<file path="src/rtl/axfo_pkg.sv">
package axfo_pkg;

    // ------------------------------------------------------------------
    // Clock and time base
    // ------------------------------------------------------------------
    localparam int unsigned CLK_PERIOD_NS  = 32'h00000014;
    localparam int unsigned MS_NS          = 32'h000f4240;
    localparam int unsigned MS_TICK_CYCLES = MS_NS / CLK_PERIOD_NS;
    localparam logic [31:0] CLK_HZ         = 32'h02faf080;

    // ------------------------------------------------------------------
    // Register map, byte offsets
    // ------------------------------------------------------------------
    localparam logic [7:0] OFS_CONTROL   = 8'h00;
    localparam logic [7:0] OFS_SELECT    = 8'h04;
    localparam logic [7:0] OFS_TARGET    = 8'h08;
    localparam logic [7:0] OFS_SPEED     = 8'h0c;
    localparam logic [7:0] OFS_DWELL     = 8'h10;
    localparam logic [7:0] OFS_AUX_CODE  = 8'h14;
    localparam logic [7:0] OFS_MODE      = 8'h18;
    localparam logic [7:0] OFS_STATUS    = 8'h1c;
    localparam logic [7:0] OFS_POSITION  = 8'h20;
    localparam logic [7:0] OFS_AUX_OUT   = 8'h24;
    localparam logic [7:0] OFS_ERR_RESET = 8'h28;

    // Field positions.
    localparam int unsigned CTRL_FLOAT_BIT = 0;
    localparam int unsigned CTRL_START_BIT = 1;
    localparam int unsigned CTRL_STOP_BIT  = 2;
    localparam int unsigned MODE_CTRL_BIT  = 0;
    localparam int unsigned MODE_COORD_BIT = 1;
    localparam int unsigned MODE_RAMP_LSB  = 2;
    localparam int unsigned SEL_WIDTH      = 24;

    // Reset values.
    localparam logic [31:0] RESET_WORD = 32'h00000000;

    // ------------------------------------------------------------------
    // Operand limits and status codes
    // ------------------------------------------------------------------
    localparam logic [31:0] SPEED_MAX      = 32'h000186a0;
    localparam logic [31:0] DWELL_MAX      = 32'h0000c350;
    localparam logic [16:0] AUX_CODE_MAX   = 17'h10063;
    localparam logic [7:0]  STAT_OK        = 8'h00;
    localparam logic [7:0]  STAT_BAD_AXIS  = 8'h01;
    localparam logic [7:0]  STAT_BAD_VALUE = 8'h02;
    localparam logic [7:0]  STAT_NO_ORIGIN = 8'he0;

    // ------------------------------------------------------------------
    // Types
    // ------------------------------------------------------------------
    typedef struct packed {
        logic signed [31:0] target;
        logic [31:0]        speed;
        logic [31:0]        dwell;
        logic [15:0]        auxCode;
        logic               controlTypeSel;
        logic               coordinateSel;
        logic [1:0]         rampSel;
    } axfo_move_type;

    typedef struct packed {
        logic       valid;
        logic       write;
        logic [7:0] addr;
    } axfo_bus_phase_type;

    typedef enum logic [2:0] {
        ST_IDLE,
        ST_RUN,
        ST_DWELL,
        ST_SCAN_WAIT,
        ST_COMPLETE
    } axfo_state_type;

endpackage

</file>
<file path="src/rtl/axfo_axis_cmd.sv">
`timescale 1ns/1ps
// Overview of operation
// Floating-origin request edge acts on selected axis.
// Floating origin zeroes position, sets origin flag.
// Floating origin produces no motion or pulses.
// Floating origin ignored while busy or error.
// Host clears errors before floating origin.
// Host selects start step after floating origin.
// Direct start takes move data from operands.
// Target is full-range signed 32-bit pulse position.
// Speed operand limited to zero..100000.
// Dwell operand limited to zero..50000.
// Aux code is 16-bit, documented limit 65635.
// Control select: 0 position, 1 speed.
// Coordinate select: 0 absolute, 1 incremental.
// Ramp selector 0..3 picks time set 1..4.
// Direct start on rising edge, not busy/error.
// No origin: report code 224, no motion.
// After positioning, copy aux code to output word.
// Stop output, wait dwell, then complete.
// Completion flag stands exactly one scan.
// Base, slot, axis all zero selects axis X.
module axfo_axis_cmd
    import axfo_pkg::*;
#(
    parameter int unsigned MS_CYCLES = MS_TICK_CYCLES
)
(
    input  wire logic        mclk,
    input  wire logic        reset,
    input  wire logic        hsel,
    input  wire logic [31:0] haddr,
    input  wire logic [1:0]  htrans,
    input  wire logic        hwrite,
    input  wire logic [2:0]  hsize,
    input  wire logic [31:0] hwdata,
    input  wire logic        hready,
    output logic             hreadyout,
    output logic             hresp,
    output logic [31:0]      hrdata,
    output logic             pulseOut,
    output logic             dirOut,
    output logic [1:0]       rampSel,
    output logic             axisBusy,
    output logic             axisError,
    output logic             originDetermined,
    output logic             posComplete,
    output logic [15:0]      auxCodeWord,
    output logic [7:0]       statCode
);

    // ------------------------------------------------------------------
    // Bus slave
    // ------------------------------------------------------------------
    axfo_bus_phase_type dataPhase;
    logic [2:0]         controlReg;
    logic [2:0]         controlPrev;
    logic [SEL_WIDTH-1:0] selectReg;
    axfo_move_type      moveParam;
    axfo_move_type      activeMove;
    axfo_state_type     state;
    axfo_state_type     next_state;
    logic signed [31:0] presentPos;
    logic signed [31:0] destPos;
    logic [31:0]        rateAcc;
    logic [31:0]        msCount;
    logic [31:0]        dwellCount;

    // Zero-wait slave; every access ends OKAY in its first data cycle.
    assign hreadyout = 1'b1;
    assign hresp     = 1'b0;

    wire addrPhase = hsel & htrans[1] & hready;
    wire wrValid   = dataPhase.valid & dataPhase.write;

    // Write strobe for one register offset in the data phase.
    function automatic logic wrHit(input logic [7:0] ofs);
        return wrValid && (dataPhase.addr == ofs);
    endfunction

    wire [31:0] statusWord = {16'h0000, statCode, 4'h0, posComplete,
                              originDetermined, axisError, axisBusy};

    // Read mux; unmapped offsets read as zero.
    function automatic logic [31:0] readWord(input logic [7:0] a);
        case (a)
            OFS_CONTROL:  return {29'h0, controlReg};
            OFS_SELECT:   return {8'h00, selectReg};
            OFS_TARGET:   return moveParam.target;
            OFS_SPEED:    return moveParam.speed;
            OFS_DWELL:    return moveParam.dwell;
            OFS_AUX_CODE: return {16'h0000, moveParam.auxCode};
            OFS_MODE:     return {28'h0, moveParam.rampSel,
                                  moveParam.coordinateSel,
                                  moveParam.controlTypeSel};
            OFS_STATUS:   return statusWord;
            OFS_POSITION: return presentPos;
            OFS_AUX_OUT:  return {16'h0000, auxCodeWord};
            default:      return RESET_WORD;
        endcase
    endfunction

    // Address phase capture and registered read data.
    always_ff @(posedge mclk)
    begin
        if (reset)
        begin
            dataPhase <= '0;
            hrdata    <= RESET_WORD;
        end
        else
        begin
            if (hready)
                dataPhase <= '{addrPhase, hwrite, haddr[7:0]};
            if (addrPhase && !hwrite)
                hrdata <= readWord(haddr[7:0]);
        end
    end

    // Software-written operand and control registers.
    always_ff @(posedge mclk)
    begin
        if (reset)
        begin
            controlReg <= '0;
            selectReg  <= '0;
            moveParam  <= '0;
        end
        else
        begin
            if (wrHit(OFS_CONTROL))
                controlReg <= hwdata[2:0];
            if (wrHit(OFS_SELECT))
                selectReg <= hwdata[SEL_WIDTH-1:0];
            if (wrHit(OFS_TARGET))
                moveParam.target <= hwdata;
            if (wrHit(OFS_SPEED))
                moveParam.speed <= hwdata;
            if (wrHit(OFS_DWELL))
                moveParam.dwell <= hwdata;
            if (wrHit(OFS_AUX_CODE))
                moveParam.auxCode <= hwdata[15:0];
            if (wrHit(OFS_MODE))
            begin
                moveParam.controlTypeSel <= hwdata[MODE_CTRL_BIT];
                moveParam.coordinateSel  <= hwdata[MODE_COORD_BIT];
                moveParam.rampSel <= hwdata[MODE_RAMP_LSB +: 2];
            end
        end
    end

    // ------------------------------------------------------------------
    // Command decode
    // ------------------------------------------------------------------
    wire floatEdge = controlReg[CTRL_FLOAT_BIT]
                   & ~controlPrev[CTRL_FLOAT_BIT];
    wire startEdge = controlReg[CTRL_START_BIT]
                   & ~controlPrev[CTRL_START_BIT];
    wire stopEdge  = controlReg[CTRL_STOP_BIT]
                   & ~controlPrev[CTRL_STOP_BIT];
    wire errReset  = wrHit(OFS_ERR_RESET) & hwdata[0];
    wire axisSelOk = (selectReg == '0);
    wire cmdBlocked = axisBusy | axisError;
    wire operandOk = (moveParam.speed <= SPEED_MAX)
                   && (moveParam.dwell <= DWELL_MAX)
                   && ({1'b0, moveParam.auxCode} <= AUX_CODE_MAX);

    wire floatReq   = floatEdge & ~cmdBlocked;
    wire floatGo    = floatReq & axisSelOk;
    wire startReq   = startEdge & ~cmdBlocked;
    wire startNoOrg = startReq & ~originDetermined;
    wire startBadSel = (startReq & originDetermined & ~axisSelOk)
                     | (floatReq & ~axisSelOk);
    wire startBadVal = startReq & originDetermined & axisSelOk
                     & ~operandOk;
    wire startGo    = startReq & originDetermined & axisSelOk
                    & operandOk;

    // Destination: absolute target or offset from present position.
    wire signed [31:0] incDest = 32'(presentPos + moveParam.target);
    wire signed [31:0] newDest = moveParam.coordinateSel
                               ? incDest : moveParam.target;

    // ------------------------------------------------------------------
    // Timing: millisecond tick doubles as the scan boundary
    // ------------------------------------------------------------------
    wire msTick = (msCount == MS_CYCLES - 1);

    always_ff @(posedge mclk)
    begin
        if (reset)
            msCount <= '0;
        else
            msCount <= msTick ? '0 : msCount + 32'h1;
    end

    // Pulse rate: add speed each cycle, one pulse per CLK_HZ overflow.
    wire [32:0] rateSum  = {1'b0, rateAcc} + {1'b0, activeMove.speed};
    wire        rateDue  = rateSum >= {1'b0, CLK_HZ};
    wire [32:0] rateLess = rateSum - {1'b0, CLK_HZ};
    wire        atTarget = (presentPos == destPos);
    wire        posMode  = ~activeMove.controlTypeSel;
    wire        stepNow  = (state == ST_RUN) && rateDue
                         && !(posMode && atTarget);
    wire        dwellDone = (dwellCount >= activeMove.dwell);

    // ------------------------------------------------------------------
    // Move sequencer
    // ------------------------------------------------------------------
    always_comb
    begin
        next_state = state;
        unique case (state)
            ST_IDLE:
                if (startGo)
                    next_state = ST_RUN;
            ST_RUN:
                if (posMode ? atTarget : stopEdge)
                    next_state = ST_DWELL;
            ST_DWELL:
                if (dwellDone)
                    next_state = ST_SCAN_WAIT;
            ST_SCAN_WAIT:
                if (msTick)
                    next_state = ST_COMPLETE;
            ST_COMPLETE:
                if (msTick)
                    next_state = ST_IDLE;
        endcase
    end

    // State, busy and completion flags.
    always_ff @(posedge mclk)
    begin
        if (reset)
        begin
            state       <= ST_IDLE;
            axisBusy    <= 1'b0;
            posComplete <= 1'b0;
            controlPrev <= '0;
        end
        else
        begin
            state       <= next_state;
            axisBusy    <= (next_state != ST_IDLE);
            posComplete <= (next_state == ST_COMPLETE);
            controlPrev <= controlReg;
        end
    end

    // Latch operands at start; copy aux code once the move is done.
    always_ff @(posedge mclk)
    begin
        if (reset)
        begin
            activeMove  <= '0;
            destPos     <= '0;
            auxCodeWord <= '0;
            rampSel     <= '0;
        end
        else if (startGo)
        begin
            activeMove <= moveParam;
            destPos    <= newDest;
            rampSel    <= moveParam.rampSel;
        end
        else if (state == ST_SCAN_WAIT && msTick)
            auxCodeWord <= activeMove.auxCode;
    end

    // Dwell counter runs in milliseconds after the output stops.
    always_ff @(posedge mclk)
    begin
        if (reset || state != ST_DWELL)
            dwellCount <= '0;
        else if (msTick && !dwellDone)
            dwellCount <= dwellCount + 32'h1;
    end

    // Position, pulse output and direction.
    always_ff @(posedge mclk)
    begin
        if (reset)
        begin
            presentPos       <= '0;
            originDetermined <= 1'b0;
            rateAcc          <= '0;
            pulseOut         <= 1'b0;
            dirOut           <= 1'b1;
        end
        else
        begin
            pulseOut <= stepNow;
            if (floatGo)
            begin
                presentPos       <= '0;
                originDetermined <= 1'b1;
            end
            else if (stepNow)
                presentPos <= dirOut ? presentPos + 32'sh1
                                     : presentPos - 32'sh1;
            if (startGo)
            begin
                rateAcc <= '0;
                dirOut  <= moveParam.controlTypeSel
                         ? !moveParam.target[31]
                         : (newDest > presentPos);
            end
            else if (state == ST_RUN)
                rateAcc <= rateDue ? rateLess[31:0] : rateSum[31:0];
        end
    end

    // Error flag and status code; a new error wins over a reset.
    always_ff @(posedge mclk)
    begin
        if (reset)
        begin
            axisError <= 1'b0;
            statCode  <= STAT_OK;
        end
        else
        begin
            axisError <= startBadVal | (axisError & ~errReset);
            if (startNoOrg)
                statCode <= STAT_NO_ORIGIN;
            else if (startBadSel)
                statCode <= STAT_BAD_AXIS;
            else if (startBadVal)
                statCode <= STAT_BAD_VALUE;
            else if (startGo || floatGo || errReset)
                statCode <= STAT_OK;
        end
    end
endmodule // axfo_axis_cmd

</file>
<file path="config.mk">
export PLATFORM = sky130hd
export DESIGN_NAME = axfo_axis_cmd
export DESIGN_NICKNAME = d
export VERILOG_FILES = /design/src/rtl/axfo_pkg.sv /design/src/rtl/axfo_axis_cmd.sv
export SDC_FILE = /design/constraint.sdc
export NUM_CORES = 1
export LEC_CHECK = 0
export BUFFER_PORTS_ARGS = -buffer_cell sky130_fd_sc_hd__buf_2
export CORE_MARGIN = 5
export CORE_UTILIZATION = 49
export CTS_BUF_LIST = sky130_fd_sc_hd__clkbuf_4 sky130_fd_sc_hd__clkbuf_8
export CTS_CLUSTER_DIAMETER = 200
export DETAILED_ROUTE_END_ITERATION = 8
export PLACE_DENSITY = 0.66
export RECOVER_POWER = 100
export SYNTH_ARGS = -nofsm -noshare
export SYNTH_HDL_FRONTEND = slang
export SYNTH_SLANG_ARGS = --single-unit
export TNS_END_PERCENT = 100
</file>
<file path="constraint.sdc">
create_clock -name mclk -period 7.8 [get_ports mclk]
set_clock_uncertainty 0.15 [all_clocks]
set_input_delay 0.78 -clock mclk [delete_from_list [all_inputs] [get_ports mclk]]
set_output_delay 0.78 -clock mclk [all_outputs]
set_load 0.005 [all_outputs]
</file>
-- Word-level counts from Yosys, hierarchy flattened
Index checks and enable logic that the tools add are counted.
- bits of input ports: 74
- register bits: 461
- logic and storage cells: 156
- output and inout bits: 66
- bitwise logic cells: 31
- mux-type cells: 16
- eq/ne operators: 24
- reduce and logical (&&, ||, !) cells: 37
- $add $sub $neg: 7
- magnitude comparators: 6
- operators with widths (operator ; count):
    32-bit case mux with 10 select lines ; 1
    32-bit 2-to-1 mux ; 3
    32-bit by 1-bit adder with 32-bit output, second input constant ; 2
    8-bit by 5-bit == test with 1-bit output, second input constant ; 7
    32-bit by 32-bit adder with 33-bit output ; 1
    33-bit by 26-bit greater-or-equal comparator with 1-bit output, second input constant ; 1
    32-bit by 2-bit adder with 32-bit output, second input constant ; 1
    32-bit adder ; 1
    32-bit by 16-bit == test with 1-bit output, second input constant ; 1
    32-bit == test ; 1
    8-bit by 4-bit == test with 1-bit output, second input constant ; 4
    32-bit greater-or-equal comparator ; 1
    32-bit > comparator ; 1
    32-bit by 16-bit less-or-equal comparator with 1-bit output, second input constant ; 1
    32-bit by 17-bit less-or-equal comparator with 1-bit output, second input constant ; 1
    8-bit 2-to-1 mux ; 4
    32-bit by 2-bit subtractor with 32-bit output, second input constant ; 1
    32-bit by 26-bit subtractor with 32-bit output, second input constant ; 1
    8-bit by 6-bit == test with 1-bit output, second input constant ; 3
    24-bit zero test ; 1
    1-bit bitwise AND ; 18
    16-bit by 17-bit less-or-equal comparator with 1-bit output, second input constant ; 1
    8-bit by 3-bit == test with 1-bit output, second input constant ; 2
    1-bit logical AND ; 16
    19 further kinds ; 47

-- Depth between registers and ports, before layout
- depth after elaboration: 12
- gate-level depth with buffers: 22
- depth with buffers taken out: 22

-- Worst setup path after synthesis
OpenSTA, ideal clock, no wires.
- path type: register -> register
- from: register presentPos[0]
- to: register dirOut
- clock period less this slack: 4.750 ns
- setup slack: 3.050 ns
- buffers on the path: 0
- setup time: 0.129 ns
- cell stages (with the launch flop): 22
- arrival: 4.471 ns
- data required time: 7.521 ns
- cells stage by stage: dfxtp_1 ha_1 fa_1 a21o_1 a221oi_1 o31ai_1 o21ai_0 o21ai_0 a21o_1 a21o_1 xor2_1 mux2_2 ha_1 nor2b_1 o21ai_0 nand2b_1 a211oi_1 o22ai_1 nor4_1 mux2_2 o31ai_1 a211oi_1
- word-level cells in the longest chain between the ends: 4
- RTL lines (what ; line ; source):
    start, declared ; axfo_axis_cmd.sv:63 ; logic signed [31:0] presentPos;
    start signal, assigned ; axfo_axis_cmd.sv:300 ; presentPos <= dirOut ? presentPos + 32'sh1
    32-bit adder ; axfo_axis_cmd.sv:180 ; wire signed [31:0] incDest = 32'(presentPos + moveParam.target);
    32-bit 2-to-1 mux ; axfo_axis_cmd.sv:182 ; ? incDest : moveParam.target;
    named net newDest[20] ; axfo_axis_cmd.sv:181 ; wire signed [31:0] newDest = moveParam.coordinateSel
    32-bit > comparator ; axfo_axis_cmd.sv:307 ; : (newDest > presentPos);
    1-bit 2-to-1 mux ; axfo_axis_cmd.sv:306 ; ? !moveParam.target[31]
    end signal, assigned ; axfo_axis_cmd.sv:305 ; dirOut <= moveParam.controlTypeSel
    end, declared ; axfo_axis_cmd.sv:42 ; output logic dirOut,
The timed path passes the listed nets, and every way through them passes these cells.
A chain may end at the register's enable or synchronous reset.

-- Worst setup path in the final report
- from: register rateAcc[0]
- to: register presentPos[9]
- word-level cells in the longest chain between the ends: 4
- RTL lines (what ; line ; source):
    start, declared ; axfo_axis_cmd.sv:65 ; logic [31:0] rateAcc;
    start signal, assigned ; axfo_axis_cmd.sv:310 ; rateAcc <= rateDue ? rateLess[31:0] : rateSum[31:0];
    32-bit by 32-bit adder with 33-bit output ; axfo_axis_cmd.sv:198 ; wire [32:0] rateSum = {1'b0, rateAcc} + {1'b0, activeMove.speed};
    33-bit by 26-bit greater-or-equal comparator with 1-bit output ; axfo_axis_cmd.sv:199 ; wire rateDue = rateSum >= {1'b0, CLK_HZ};
    1-bit logical AND ; axfo_axis_cmd.sv:203 ; wire stepNow = (state == ST_RUN) && rateDue
    1-bit logical AND ; axfo_axis_cmd.sv:204 ; && !(posMode && atTarget);
Every way passes these cells.

==> impl_metrics.csv <==
group,metric,value,unit
outcome,outcome,"finished, violations left",
outcome,failed_checks,"max-capacitance violations, max-slew violations",
pwr,pwr-share-seq,0.467,
min_path,worstHoldPathType,"primary input to flop",
grt,antenna_found_initial,4,
pwr,p_sw_frac,0.238,
clock_network,clock-sinks,459,
floorplanning,die-height,238,um
clock_network,htree_levels,3,
routing,vias,23600,
routing,antenna_left,0,
floorplanning,fp-row-count,83,
clock_network,cts_buffer_depth,3,
finish,area_growth_syn_to_layout,10.8,%
routing,drc,0,
placed_design,io_buffers,106,
clock_network,post_cts_resized,0,
synthesis,synthSimpleGateAreaFrac,0.218,
pwr,leakage,11.0,nW
worst_setup_path,reg2reg_depth,15,
routing,first_pass_iters,8,
clock_network,clk_pin_slew,60,ps
worst_setup_path,cp-start-kind,"flop",
grt,grt_pass1_wl,124000,um
synthesis,yosysTopAreaCellShare,0.361,
worst_setup_path,arrival,6890,ps
run,maxCapViolCount,8,
floorplanning,die-area,56600,um2
sta,min_period,6460,ps
synthesis,synth_compound_area_frac,0.188,
pwr,p_switching,0.00121,W
grt,grt_overflow,0,
pwr,pwr-share-comb,0.044,
synthesis,ys_ff_latch,459,
worst_setup_path,required,8230,ps
synthesis,synth-edff-count,0,
pwr,p_per_area,180,nW/um2
finish,final_nets,3498,
synthesis,synth_top_family_by_area,"simple AND/OR/NAND/NOR gates",
placed_design,finalWeightedCongestion,0.920,
sta,timing.hold.ws,223,ps
synthesis,synth_area,25400,um2
min_path,min_delay_path_depth,3,
pwr,peakVddDrop,125,uV
clock_network,numCtsBuffers,83,
sta,rsz0062_at_grt,"false",
sta,slew_headroom,-1.71,
synthesis,ys_warn_count,0,
sta,hold_viol,0,
sta,tightest_slew,4060,ps
worst_setup_path,r2r_start,"rateAcc[0]",
sta,period_share,0.828,
worst_setup_path,crit_fanout,22,
floorplanning,initial_core_util,0.495,
finish,num-fill-cells,4806,
pwr,p_int,0.00387,W
synthesis,synthCells,3200,
routing,post_drt_wl_per_cell,19.8,um
clock_network,post_cts_buffers,0,
synthesis,seq_area_frac_synth,0.361,
floorplanning,core,51400,um2
sta,fmax,155,MHz
synthesis,avgSynthCellArea,7.95,um2
pwr,p_clk_frac,0.488,
worst_setup_path,path_class,"flop to flop",
grt,grt_use_total,0.270,
synthesis,synth.mux.area_fraction,0.0440,
synthesis,yosysTopAreaCell,"dfxtp_1",
placed_design,dp_hpwl,57200,um
clock_network,postCtsHoldBufs,0,
clock_network,cts-root-buf,"clkbuf_8",
min_path,worstHoldStart,"hwdata[24]",
sta,slew_viol_final,429,
worst_setup_path,cp-end-kind,"flop",
routing,wirelength,79400,um
clock_network,cts_tree,"built",
synthesis,synth_adder_area_share,0.0811,
min_path,hold-path-endpoint,"moveParam[44]",
finish,drive_gt1_frac,0.0936,
synthesis,synth_area_leaders,"dfxtp_1 (36%), ha_1 (7.9%), a21oi_1 (7.8%)",
synthesis,synth_xor_area_frac,0.0640,
sta,setup_tns,0,ps
grt,grt_max_degree,86,
floorplanning,io_pins,140,
routing,viasPerCell,5.88,
synthesis,synth_top_flop_cell,"dfxtp_1",
worst_setup_path,regToRegSetupSlack,1340,ps
grt,first_global_vias,22800,
synthesis,synth.distinct_cells,89,
worst_setup_path,r2r-end,"presentPos[9]",
clock_network,clk_latency,680,ps
synthesis,async_flop_share,0,
floorplanning,die_w,238,um
sta,setup_viol,0,
routing,first_iter_violations,1626,
synthesized netlist by cell type, drive strengths merged (16+ instances only):
| cell type | instances |
|---|---|
| mux2i | 77 |
| a211oi | 34 |
| dfxtp | 459 |
| and2 | 33 |
| o21a | 16 |
| a222oi | 31 |
| nor2 | 364 |
| a31oi | 18 |
| a21o | 70 |
| xnor2 | 137 |
| nor4 | 46 |
| clkbuf | 144 |
| and3 | 23 |
| o21ai | 80 |
| nand2 | 505 |
| buf | 26 |
| xor2 | 49 |
| ha | 160 |
| mux2 | 31 |
| nand2b | 23 |
| nand3 | 49 |
| inv | 108 |
| nor3 | 80 |
| nand4 | 43 |
| a21oi | 396 |
cell type report:
class,instances,area [um2],share of cell area
Clock inverter,22,229,0.00812
Inverter,108,405,0.0144
Clock buffer,125,1600,0.0566
Sequential cell,459,9190,0.326
Timing Repair Buffer,143,728,0.0258
Antenna cell,4,10.0,0.000355
Multi-Input combinational cell,2466,15200,0.538
Tap cell,680,851,0.0302
layer usage:
layer | wire [um] | part of all wire | global-route usage | vias up
met5 | 11 | 0.00014 | 0 | -
met4 | 4030 | 0.051 | 0.131 | 2
met3 | 5160 | 0.065 | 0.0498 | 229
met2 | 37800 | 0.48 | 0.464 | 770
met1 | 32500 | 0.41 | 0.327 | 11200
li1 | - | - | - | 11400
critical path: stages, from the launching register on:
cell and delay [ps]:
dfxtp_1 340, ha_1 170, inv_1 60, fa_1 380, nand2b_1 180, a21oi_1 480, o21ai_0 460, xnor2_1 310
ha_1 220, or4b_2 700, o21ai_0 410, a2111oi_4 240, o211ai_1 1330, buf_4 470, mux2_2 370, nor2_1 80
power groups by stage:
| stage | logic [W] | registers [W] | clock network [W] |
|---|---|---|---|
| after floorplan | 0.000155 | 0.00242 | 0 |
| after global placement | 0.000220 | 0.00242 | 0 |
| after detailed placement | 0.000223 | 0.00242 | 0 |
| after CTS | 0.000224 | 0.00237 | 0.00253 |
| after global routing | 0.000242 | 0.00237 | 0.00264 |
| final | 0.000224 | 0.00237 | 0.00248 |
state kept, by name, indices dropped and copies added, names as in the netlist, 2 cells and up:
name,count
hrdata,32
moveParam,116
statCode,3
dataPhase,10
auxCodeWord,16
controlReg,3
rampSel,2
controlPrev,3
presentPos,32
dwellCount,32
msCount,32
rateAcc,32
selectReg,24
activeMove,81
state,3
destPos,32
kinds of logic after synthesis:
family | count (synthesis)
DFF | 459
xor gates and xnor gates | 186
muxes | 108
and+or+nand+nor | 1241
AOI/OAI and AO/OA | 763
adders and majority gates | 163
buffers and inverters | 278
other | 2
cells in the final DEF (no fill, tap or decap), types with 9 or more instances in the layout:
| cell type | n |
|---|---|
| o21bai_1 | 12 |
| a211oi_1 | 34 |
| nand2b_1 | 23 |
| nor2b_1 | 12 |
| nor2_1 | 360 |
| a31oi_1 | 18 |
| nand2_1 | 505 |
| and2_0 | 12 |
| nand4_1 | 43 |
| clkbuf_4 | 20 |
| nor3_1 | 77 |
| o21ai_0 | 75 |
| clkbuf_1 | 48 |
| and2_1 | 20 |
| clkbuf_8 | 105 |
| mux2_2 | 31 |
| and3_1 | 23 |
| inv_1 | 108 |
| dfxtp_1 | 459 |
| a21o_1 | 70 |
| nor4_1 | 46 |
| ha_1 | 160 |
| or3_1 | 11 |
| xor2_1 | 49 |
| nand3_1 | 49 |
| a221oi_1 | 12 |
| clkinv_2 | 12 |
| mux2i_1 | 77 |
| a222oi_1 | 31 |
| xnor2_1 | 137 |
| a22oi_1 | 15 |
| o21a_1 | 16 |
| nand3b_1 | 9 |
| a21oi_1 | 396 |
| buf_4 | 29 |
| buf_2 | 64 |
through the flow:
step                      setup slack [ps]  power (W)  instance area [um2]  instances   util
after global placement                2110    0.00264                26500       3856  0.515
after global routing                   966    0.00525                28200       4003  0.548
final                                 1340    0.00507                28200       4007  0.548
after CTS                             1990    0.00513                28300       4003  0.551
after floorplan                       3050    0.00257                25500       3203      -
after detailed placement              2060    0.00264                26500       3856  0.515
worst max-delay path by stage:
stage | from | endpoint | slack [ps] | cells after the start
floorplan | presentPos[0] | dirOut | 3050 | 21
global placement | presentPos[0] | dirOut | 2110 | 20
detailed placement | presentPos[0] | dirOut | 2060 | 20
CTS | presentPos[0] | dirOut | 1990 | 20
global route | rateAcc[0] | presentPos[9] | 970 | 15
finish | rateAcc[0] | presentPos[9] | 1340 | 15
No activity file was read; power rests on OpenSTA's default activity.
